===== src/isde_pkg.sv =====
// Shared constants and types for the interrupt split descriptor executor
`default_nettype none
package isde_pkg;

  // ---------------------------------------------------------------
  // Register offsets
  // ---------------------------------------------------------------
  localparam int unsigned ADDR_W     = 8;
  localparam int unsigned DATA_W     = 32;
  localparam logic [7:0]  REG_ROUTE  = 8'h00;
  localparam logic [7:0]  REG_SCHED  = 8'h04;
  localparam logic [7:0]  REG_STATUS = 8'h08;
  localparam logic [7:0]  REG_SLOTS  = 8'h0c;
  localparam logic [7:0]  REG_CSPLIT = 8'h10;
  localparam logic [7:0]  REG_CTRL   = 8'h14;
  localparam logic [31:0] RD_ZERO    = 32'h0000_0000;

  // ---------------------------------------------------------------
  // Field constants
  // ---------------------------------------------------------------
  localparam int unsigned RES_XERR     = 0;
  localparam int unsigned RES_BABBLE   = 1;
  localparam int unsigned RES_UNDERRUN = 2;
  localparam logic [4:0]  EXP_MIN      = 5'h04;
  localparam logic [4:0]  EXP_MAX      = 5'h10;
  localparam logic [1:0]  RETRY_NONE   = 2'h0;
  localparam logic [1:0]  RETRY_STEP   = 2'h1;
  localparam logic [7:0]  UF_ONE       = 8'h01;
  localparam logic [7:0]  MASK_NONE    = 8'h00;
  localparam logic [15:0] FMASK_ONE    = 16'h0001;

  // ---------------------------------------------------------------
  // Register layouts
  // ---------------------------------------------------------------
  typedef struct packed {
    logic [6:0]  hub_addr;
    logic [6:0]  tt_port;
    logic [1:0]  split_position_code;
    logic [15:0] rsvd;
  } isde_route_t;

  typedef struct packed {
    logic [7:0]  rsvd;
    logic [15:0] buffer_base;
    logic [4:0]  frame_sel;
    logic [2:0]  frame_low;
  } isde_sched_t;

  typedef struct packed {
    logic        active;
    logic        halted;
    logic        babble;
    logic        xact_err;
    logic        split_phase;
    logic        rsvd1;
    logic        data_toggle;
    logic [1:0]  retry;
    logic [10:0] rsvd0;
    logic [11:0] bytes_done;
  } isde_status_t;

  typedef struct packed {
    logic [7:0][2:0] slot_result;
    logic [7:0]      start_split_mask;
  } isde_slots_t;

  typedef struct packed {
    logic [23:0] rsvd;
    logic [7:0]  complete_split_mask;
  } isde_csplit_t;

  typedef struct packed {
    logic [24:0] rsvd;
    logic [4:0]  interval_exp;
    logic        is_in;
    logic        valid;
  } isde_ctrl_t;

  // ---------------------------------------------------------------
  // Transaction engine carriers
  // ---------------------------------------------------------------
  typedef struct packed {
    logic        complete;
    logic        is_in;
    logic [2:0]  uframe;
    logic [6:0]  hub_addr;
    logic [6:0]  tt_port;
    logic [1:0]  split_position_code;
    logic        data_toggle;
    logic [15:0] buffer_base;
  } isde_req_t;

  typedef struct packed {
    logic [2:0]  result;
    logic        stall;
    logic        data_phase;
    logic [11:0] bytes;
  } isde_rsp_t;

  typedef enum logic [1:0] {
    ST_IDLE = 2'b01,
    ST_BUSY = 2'b10
  } isde_state_t;

endpackage
`default_nettype wire


===== src/isde_interval.sv =====
// Polling interval decode: says whether the current frame is a due frame
`default_nettype none
module isde_interval
  import isde_pkg::*;
(
  input  wire logic [4:0]  interval_exp_i,
  input  wire logic [4:0]  frame_sel_i,
  input  wire logic [10:0] frame_num_i,
  output logic             due_o
);
  logic [4:0]  exp_c;
  logic [3:0]  shift;
  logic [15:0] fmask;

  // Out-of-range exponents are clamped rather than trusted
  assign exp_c = (interval_exp_i < EXP_MIN) ? EXP_MIN :
                 (interval_exp_i > EXP_MAX) ? EXP_MAX : interval_exp_i;
  // Period is 2^(b-1) microframes, i.e. 2^(b-4) frames
  assign shift = 4'(exp_c - EXP_MIN);
  assign fmask = 16'((FMASK_ONE << shift) - FMASK_ONE);
  // At the smallest exponent the mask is empty: every frame is due
  assign due_o = ((16'(frame_num_i) ^ 16'(frame_sel_i)) & fmask)
                 == 16'h0000;
endmodule
`default_nettype wire


===== src/isde_exec.sv =====
// Interrupt split transfer descriptor: storage, scheduling and write-back
`default_nettype none
module isde_exec
  import isde_pkg::*;
(
  input  wire logic        sys_clk_i,
  input  wire logic        nrst_i,
  input  wire logic [7:0]  addr_i,
  input  wire logic [31:0] wdata_i,
  input  wire logic        wr_i,
  input  wire logic        rd_i,
  output logic      [31:0] rdata_o,
  input  wire logic        uf_start_i,
  input  wire logic [2:0]  uframe_i,
  input  wire logic [10:0] frame_num_i,
  output logic             req_valid_o,
  output isde_req_t        req_o,
  input  wire logic        rsp_valid_i,
  input  wire isde_rsp_t   rsp_i
);

  // ---------------------------------------------------------------
  // Storage and decode
  // ---------------------------------------------------------------
  isde_route_t  route;
  isde_sched_t  sched;
  isde_status_t stat;
  isde_slots_t  slots;
  isde_csplit_t csm;
  isde_ctrl_t   ctrl;
  isde_state_t  state;
  logic [2:0]   cur_uf;
  logic         cur_cs;
  logic         due;

  logic wr_route;
  logic wr_sched;
  logic wr_stat;
  logic wr_slots;
  logic wr_csm;
  logic wr_ctrl;
  assign wr_route = wr_i && (addr_i == REG_ROUTE);
  assign wr_sched = wr_i && (addr_i == REG_SCHED);
  assign wr_stat  = wr_i && (addr_i == REG_STATUS);
  assign wr_slots = wr_i && (addr_i == REG_SLOTS);
  assign wr_csm   = wr_i && (addr_i == REG_CSPLIT);
  assign wr_ctrl  = wr_i && (addr_i == REG_CTRL);

  isde_interval u_interval (
    .interval_exp_i (ctrl.interval_exp),
    .frame_sel_i    (sched.frame_sel),
    .frame_num_i    (frame_num_i),
    .due_o          (due)
  );

  // ---------------------------------------------------------------
  // Scheduling and outcome decode
  // ---------------------------------------------------------------
  logic [7:0] now_bit;
  logic [7:0] cur_bit;
  logic       ss_hit;
  logic       cs_hit;
  logic       issue;
  logic       evt;
  logic       err;
  logic       fatal;
  logic       good;
  logic       good_data;
  logic [7:0] ss_after;
  logic [7:0] cs_after;
  logic       finish;

  assign now_bit = UF_ONE << uframe_i;
  assign cur_bit = UF_ONE << cur_uf;
  // Frame gate holds for complete splits too, so both issue only in due frames
  assign ss_hit  = !stat.split_phase &&
                   ((slots.start_split_mask & now_bit) != MASK_NONE);
  assign cs_hit  = ctrl.is_in && stat.split_phase &&
                   ((csm.complete_split_mask & now_bit) != MASK_NONE);
  assign issue   = (state == ST_IDLE) && uf_start_i && ctrl.valid &&
                   stat.active && due && (ss_hit || cs_hit);

  assign evt       = (state == ST_BUSY) && rsp_valid_i;
  assign err       = rsp_i.result[RES_XERR];
  assign fatal     = rsp_i.stall || (err && (stat.retry == RETRY_NONE));
  assign good      = !err && !rsp_i.stall;
  assign good_data = good && rsp_i.data_phase;
  assign ss_after  = (good && !cur_cs) ?
                     (slots.start_split_mask & ~cur_bit) :
                     slots.start_split_mask;
  assign cs_after  = (good && cur_cs) ?
                     (csm.complete_split_mask & ~cur_bit) :
                     csm.complete_split_mask;
  // OUT has no complete-split list, so only the start list decides
  assign finish    = evt && (fatal || ((ss_after == MASK_NONE) &&
                     (!ctrl.is_in || (cs_after == MASK_NONE))));

  // ---------------------------------------------------------------
  // Sequencer
  // ---------------------------------------------------------------
  always_ff @(posedge sys_clk_i or negedge nrst_i) begin
    if (!nrst_i) begin
      state  <= ST_IDLE;
      cur_uf <= 3'h0;
      cur_cs <= 1'b0;
    end else begin
      unique case (state)
        ST_IDLE: begin
          if (issue) begin
            state  <= ST_BUSY;
            cur_uf <= uframe_i;
            cur_cs <= !ss_hit;
          end
        end
        ST_BUSY: begin
          if (rsp_valid_i) begin
            state <= ST_IDLE;
          end
        end
      endcase
    end
  end

  // Request stays up until the engine answers
  always_ff @(posedge sys_clk_i or negedge nrst_i) begin
    if (!nrst_i) begin
      req_valid_o <= 1'b0;
      req_o       <= '0;
    end else begin
      if (issue) begin
        req_valid_o               <= 1'b1;
        req_o.complete            <= !ss_hit;
        req_o.is_in               <= ctrl.is_in;
        req_o.uframe              <= uframe_i;
        req_o.hub_addr            <= route.hub_addr;
        req_o.tt_port             <= route.tt_port;
        req_o.split_position_code <= route.split_position_code;
        req_o.data_toggle         <= stat.data_toggle;
        req_o.buffer_base         <= sched.buffer_base;
      end else if (evt) begin
        req_valid_o <= 1'b0;
      end
    end
  end

  // ---------------------------------------------------------------
  // Software-only words
  // ---------------------------------------------------------------
  always_ff @(posedge sys_clk_i or negedge nrst_i) begin
    if (!nrst_i) begin
      route <= '0;
      sched <= '0;
    end else begin
      // Reserved bits never keep a written one, so they read back as zero
      if (wr_route) begin
        route      <= isde_route_t'(wdata_i);
        route.rsvd <= '0;
      end
      if (wr_sched) begin
        sched      <= isde_sched_t'(wdata_i);
        sched.rsvd <= '0;
      end
    end
  end

  // Valid: hardware clear loses to a software set in the same cycle
  always_ff @(posedge sys_clk_i or negedge nrst_i) begin
    if (!nrst_i) begin
      ctrl <= '0;
    end else begin
      if (finish) ctrl.valid <= 1'b0;
      if (wr_ctrl) begin
        ctrl      <= isde_ctrl_t'(wdata_i);
        ctrl.rsvd <= '0;
      end
    end
  end

  // Masks: software sets, hardware clears; a same-cycle write wins
  always_ff @(posedge sys_clk_i or negedge nrst_i) begin
    if (!nrst_i) begin
      slots <= '0;
      csm   <= '0;
    end else begin
      if (evt) begin
        slots.slot_result[cur_uf] <= rsp_i.result;
        slots.start_split_mask    <= ss_after;
        csm.complete_split_mask   <= cs_after;
      end
      if (wr_slots) slots <= isde_slots_t'(wdata_i);
      if (wr_csm) begin
        csm      <= isde_csplit_t'(wdata_i);
        csm.rsvd <= '0;
      end
    end
  end

  // Status: software write first, hardware events override it
  always_ff @(posedge sys_clk_i or negedge nrst_i) begin
    if (!nrst_i) begin
      stat <= '0;
    end else begin
      if (wr_stat) begin
        stat       <= isde_status_t'(wdata_i);
        stat.rsvd0 <= '0;
        stat.rsvd1 <= 1'b0;
      end
      if (evt) begin
        if (rsp_i.stall || fatal) stat.halted <= 1'b1;
        if (rsp_i.result[RES_BABBLE]) stat.babble <= 1'b1;
        if (err) stat.xact_err <= 1'b1;
        if (err && !fatal) begin
          stat.retry <= 2'(stat.retry - RETRY_STEP);
        end
        if (good_data) begin
          stat.data_toggle <= !stat.data_toggle;
          stat.bytes_done  <= rsp_i.bytes;
        end
        // Phase flips to complete after an IN start split succeeds
        if (good && !cur_cs && ctrl.is_in) stat.split_phase <= 1'b1;
        if (finish) begin
          stat.active      <= 1'b0;
          stat.split_phase <= 1'b0;
        end
      end
    end
  end

  // ---------------------------------------------------------------
  // Read port
  // ---------------------------------------------------------------
  always_ff @(posedge sys_clk_i or negedge nrst_i) begin
    if (!nrst_i) begin
      rdata_o <= RD_ZERO;
    end else if (rd_i) begin
      unique case (addr_i)
        REG_ROUTE:  rdata_o <= 32'(route);
        REG_SCHED:  rdata_o <= 32'(sched);
        REG_STATUS: rdata_o <= 32'(stat);
        REG_SLOTS:  rdata_o <= 32'(slots);
        REG_CSPLIT: rdata_o <= 32'(csm);
        REG_CTRL:   rdata_o <= 32'(ctrl);
        default:    rdata_o <= RD_ZERO;
      endcase
    end
  end
endmodule
`default_nettype wire


===== config.mk =====
export PLATFORM = sky130hd
export DESIGN_NAME = isde_exec
export DESIGN_NICKNAME = d
export VERILOG_FILES = /design/src/isde_pkg.sv /design/src/isde_interval.sv /design/src/isde_exec.sv
export SDC_FILE = /design/constraint.sdc
export NUM_CORES = 1
export LEC_CHECK = 0
export BUFFER_PORTS_ARGS = -buffer_cell sky130_fd_sc_hd__buf_2
export CAP_MARGIN = 10
export CORE_MARGIN = 5
export CORE_UTILIZATION = 30
export DETAILED_ROUTE_END_ITERATION = 6
export PLACE_DENSITY = 0.47
export SLEW_MARGIN = 10
export SYNTH_ARGS = -nofsm -noshare
export SYNTH_HDL_FRONTEND = slang
export SYNTH_SLANG_ARGS = --single-unit

===== constraint.sdc =====
create_clock -name sys_clk_i -period 2.6 [get_ports sys_clk_i]
set_clock_uncertainty 0.05 [all_clocks]
set_input_delay 0.26 -clock sys_clk_i [delete_from_list [all_inputs] [get_ports sys_clk_i]]
set_output_delay 0.26 -clock sys_clk_i [all_outputs]
set_load 0.005 [all_outputs]

* Word level (Yosys, flattened, before mapping)
Index checks and enable logic that the tools add are counted.
** Storage, ports and cells
- Word-level logic and storage cells :: 149
- Register bits after elaboration :: 184
- Output and inout port bits :: 71
- Input bits :: 77
** Operators by class
- Shifts and indexed selects :: 3
- Bitwise operators :: 7
- $lt $le $gt $ge :: 4
- $add $sub $neg :: 3
- Reductions and logical operators :: 51
- Equal/unequal tests :: 9
- Multiplexer cells :: 32
** Operators with widths (count)
- $pmux 32 s6 :: 1
- $mux 32 :: 3
- $and 8x8->8 :: 4
- $mux 8 :: 4
- $logic_and 1x1->1 :: 25
- $bwmux 24 :: 1
- $logic_not 8->1 :: 3
- $mux 12 :: 2
- $and 16x16->16 :: 1
- $eq 8x4->1 const B :: 2
- $eq 8x5->1 const B :: 2
- $logic_not 16->1 :: 1
- $reduce_bool 8->1 :: 2
- $shl 1x3->8 const A :: 2
- $shl 1x4->16 const A :: 1
- $sub 16x1->16 const B :: 1
- $mux 1 :: 11
- $xor 11x5->11 :: 1
- $demux 3 s3 :: 1
- $eq 8x3->1 const B :: 1
- $logic_not 1->1 :: 8
- $mux 4 :: 2
- $not 8->8 :: 1
- $reduce_bool 2->1 :: 4
- 16 further kinds :: 25

* Logic depth before layout (Yosys ltp)
- Word-level depth :: 12
- Depth in mapped cells :: 13
- Mapped depth without buffers :: 9

* Hierarchy
Synthesis repeated with hierarchy kept, for this count alone.
** Unflattened totals
- Cells, all modules :: 822
- Area total of the unflattened synthesis :: 8992.4 um2
** Modules (own cells, without submodules)
- isde_exec :: instances 1, cells each 777, sequential area each 4605.7 um2, area each 8660.8 um2
- isde_interval :: instances 1, cells each 45, sequential area each 0.0 um2, area each 331.6 um2

* Worst setup path before layout
OpenSTA, ideal clock, no wires.
- Path kind :: register -> register
- Start :: reg ctrl[6] (netlist name)
- End :: reg cur_uf[0]
- Period minus slack after synthesis :: 2.710 ns
- Data required time :: 2.425 ns
- Path buffers :: 4
- Library setup time :: 0.125 ns
- Path slack :: -0.110 ns
- Arrival :: 2.535 ns
- Cell stages (with the launch flop) :: 13
- Path through :: dfrtp_1 > clkbuf_1 > nor2_1 > nand4b_1 > ha_1 > clkbuf_1 > a22oi_1 > o311ai_0 > a22oi_1 > and4_1 > buf_6 > buf_12 > mux2_4
** Between the ends
- Cells in the longest elaborated chain, start to end :: 11
- Elaborated cells between the ends (all ways) :: 12
- Those cells by class :: add/sub: 2; order compare: 2; shift: 1; mux: 2; bitwise: 1; reduce/logical: 4
** RTL lines
- start, declared :: line isde_exec.sv:30 : isde_ctrl_t ctrl;
- start signal, assigned :: line isde_exec.sv:173 : ctrl <= isde_ctrl_t'(wdata_i);
- $gt 5x5->1 :: line isde_interval.sv:17 : (interval_exp_i > EXP_MAX) ? EXP_MAX : interval_exp_i;
- $mux 4 :: line isde_interval.sv:17
- $mux 4 (*) :: line isde_interval.sv:16 : assign exp_c = (interval_exp_i < EXP_MIN) ? EXP_MIN :
- $sub 4x3->4 (*) :: line isde_interval.sv:19 : assign shift = 4'(exp_c - EXP_MIN);
- $shl 1x4->16 (*) :: line isde_interval.sv:20 : assign fmask = 16'((FMASK_ONE << shift) - FMASK_ONE);
- $sub 16x1->16 (*) :: line isde_interval.sv:20
- $and 16x16->16 (*) :: line isde_interval.sv:22 : assign due_o = ((16'(frame_num_i) ^ 16'(frame_sel_i)) & fmask)
- $logic_not 16->1 (*) :: line isde_interval.sv:22
- $logic_and 1x1->1 (*) (2 in a row) :: line isde_exec.sv:81 : stat.active && due && (ss_hit || cs_hit);
- $reduce_and 2->1 (no line) (*)
- end signal, assigned :: line isde_exec.sv:111 : cur_uf <= uframe_i;
- end, declared :: line isde_exec.sv:32 : logic [2:0] cur_uf;
Mark *: on every way between the ends. The rest lies on a longest branch, timed or not.
A chain may end at the register's enable or synchronous reset.

* Worst setup path after layout
- Start :: reg ctrl[6] (netlist name)
- End :: reg req_o[25] (netlist name)
** Between the ends
- Cells in the longest elaborated chain, start to end :: 10
- Elaborated cells between the ends (all ways) :: 11
- Those cells by class :: add/sub: 2; order compare: 2; shift: 1; mux: 2; bitwise: 1; reduce/logical: 3
** RTL lines
- $gt 5x5->1 :: line isde_interval.sv:17
- $mux 4 :: line isde_interval.sv:17
- $mux 4 (*) :: line isde_interval.sv:16
- $sub 4x3->4 (*) :: line isde_interval.sv:19
- $shl 1x4->16 (*) :: line isde_interval.sv:20
- $sub 16x1->16 (*) :: line isde_interval.sv:20
- $and 16x16->16 (*) :: line isde_interval.sv:22
- $logic_not 16->1 (*) :: line isde_interval.sv:22
- $logic_and 1x1->1 (*) (2 in a row) :: line isde_exec.sv:81
- end, declared :: line isde_exec.sv:17 : output isde_req_t req_o,
Marks and branches as above.

==> results_dict.tcl <==
set metrics [dict create \
    syn2layout_area_growth_pct 27.0 \
    mostFrequentLayoutCell "dfrtp_1" \
    relSlewSlack_pct 60.2 \
    placed_cells 1343 \
    wl_um 29100 \
    place_hpwl_um 20600 \
    yosysTopAreaCellShare_pct 50.4 \
    ff2ff_setup_slack_ns -0.05 \
    postSynthAreaPerCell_um2 11.2 \
    cts_buffers 17 \
    report.final.slew_viol_count 0 \
    min_period_ns 2.65 \
    ant_nets 0 \
    clk_pin_slew_ns 0.08 \
    power_density_nw_per_um2 591 \
    fin_crit_sh_pct 102 \
    synth-edff-count 0 \
    fmax_mhz 377 \
    drc 0 \
    first_iter_violations 360 \
    fin_cells 1400 \
    clockRootBuffer "clkbuf_16" \
    critical_path_class "register to register" \
    clock-sinks 184 \
    vias_per_cell 4.95 \
    hold_viol 0 \
    postLayoutCoreUtil_pct 38.7 \
    die-area_um2 33900 \
    first_pass_iters 7 \
    grtUsageTotal_pct 16.8 \
    worstMarginPinSlew_ns 0.595 \
    crit_path_end_kind "register" \
    outcome "finished, violations left" \
    syn-cell-area_um2 9090 \
    wl_per_cell_um 20.8 \
    hp-class "input pin to register" \
    htree_levels 4 \
    failed_checks "setup timing" \
    holdWs_ns 0.0208 \
    place_congestion 0.816 \
    cts_tree "yes" \
    crit_required_ns 2.86 \
    die_h_um 184 \
    critPathLaunchType "register" \
    finalSetupTns_ns -0.872 \
    synth.area.top_cells "dfrtp_1 50%, mux2_2 7.6%, mux2i_1 6.8%" \
    die_width_um 184 \
    n_fill_cell 2966 \
    synthArstFlopShare_pct 100 \
    leakage_nw 5.48 \
    num_io_pins 148 \
    synth_top_cell_by_area "dfrtp_1" \
    clock_latency_ns 0.44 \
    start_util_pct 30.5 \
    irDropWorstVdd_uv 423 \
    syn_nets 888 \
    setup_ws_ns -0.0531 \
    crit_fanout 7 \
    drive_above_1_share_pct 36.5 \
    ys_types 60 \
    clockBufferDepth 2 \
    seq_area_frac_synth_pct 50.7 \
    io_buffers 147 \
    cp_data_arrival_time_ns 2.91 \
    yosys_warnings 0 \
    nNetsFinal 1075 \
    core_region_area_um2 29800 \
    grt_remaining_overflow 0 \
    yosys_most_used_dff "dfrtp_1" \
    setup_viol 27 \
    grt_pass1_vias 7117 \
    rows 63 \
    grt_setup_unrepaired "yes" \
    grt_first_pass_wirelength_um 44000 \
    ys_ff_latch 184 \
    synth_cells 809 \
    antenna_found_initial 2 \
    num_vias 6936 \
    most-common-layout-cells "182 x dfrtp_1, 146 x buf_2, 79 x nand2_1" \
    cap_viol_max_count 0 \
    grt_max_degree 58 \
]
==> flip-flops by register name, summed over array words and instances (netlist names) <==
| signal | cells |
|---|---|
| csm | 8 |
| slots | 32 |
| sched | 24 |
| cur_cs | 1 |
| stat | 20 |
| route | 16 |
| req_o | 38 |
| state | 2 |
| rdata_o | 32 |
| cur_uf | 3 |
| ctrl | 7 |
| req_valid_o | 1 |
==> what timing repair did <==
action                                  in CTS  in global routing
endpoints found under the setup margin      40                 45
endpoints found under the hold margin       65                  0
pin swaps                                    1                  2
hold buffers                                14                  0
buffers inserted                             0                  6
gates cloned                                 1                  3
gates resized for setup                      6                 22
==> worst max-delay path, cell delays in order, from the launching register on <==
cell and delay (ns):
dfrtp_1 0.39, nor2_2 0.15, nand4b_1 0.18, ha_4 0.24, buf_6 0.14, o21ai_4 0.07
o21ai_1 0.10, a221oi_2 0.28, and4_4 0.30, buf_12 0.15, clkbuf_16 0.17, mux2_4 0.30
==> stage by stage <==
step                      cell area, um2  setup WS [ns]  power (mW)
after floorplan                     9110        0.00521        3.77
after global placement             10500        -0.0290        4.17
after detailed placement           10500        -0.0798        4.19
after CTS                          11300        -0.0216        6.89
after global routing               11500        -0.0765        7.16
final                              11500        -0.0531        6.82
==> cells in the mapped netlist (5+ instances only) <==
master,instances
o22ai_1,36
nand3b_1,5
o31ai_1,5
nor3b_1,6
a31oi_1,8
mux2i_1,62
o21ai_0,74
inv_1,37
nand2b_1,6
a211oi_1,8
or3_1,5
a21oi_1,11
nor2_1,28
mux2_2,61
dfrtp_1,183
mux2_4,37
buf_2,14
a22oi_1,13
and3_1,5
nand2_1,79
buf_1,6
nand3_1,7
nor3_1,6
a221oi_1,5
clkbuf_1,30
==> logic make-up (layout without fill, tap and decap cells) <==
group / after synthesis / after routing / synth area share (%)
AOI/OAI and AO/OA: 184 / 184 / 12.5
DFF: 184 / 184 / 50.7
and+or+nand+nor: 174 / 174 / 9.32
muxes: 164 / 164 / 21.6
buffers and inverters: 95 / 295 / 5.02
xor gates and xnor gates: 6 / 6 / 0.578
adders and majority gates: 2 / 2 / 0.275
other: 0 / 1 / 0
==> cell type report <==
type	count	area, um2	share of cell area [%]
flip-flops and latches	184	4610	39.9
diodes	1	2.50	0.0217
clock inverters	14	169	1.46
well taps	390	488	4.23
repair buffers	226	1570	13.6
multi-input cells	530	4130	35.8
clock buffers	18	429	3.72
inverters	37	139	1.20
==> per-layer routing <==
layer	GRT usage (%)	up-vias	wire length (um)
met3	3.11	26	1150
met2	25.8	170	13400
met5	0	-	7
met4	4.50	2	467
met1	24.3	3456	14100
li1	-	3282	-
==> path summary, 6_finish.rpt <==
check | startpoint | end | depth (start not counted)
worst max-delay path | ctrl[6] | req_o[25] | 11
min in group asynchronous | nrst_i | sched[7] | 2
worst max register to register | ctrl[6] | req_o[25] | 11
worst min register to register | req_valid_o | req_valid_o | 1
max in group asynchronous | nrst_i | slots[28] | 3
worst min-delay path | wdata_i[26] | slots[26] | 3
==> where the power goes <==
group          internal, mW  leakage, nW  switching, mW
Clock                  1.31        0.288           1.34
Sequential             3.09         2.51          0.143
Combinational         0.415         2.69          0.513
Power figures use the tool's default switching activity.
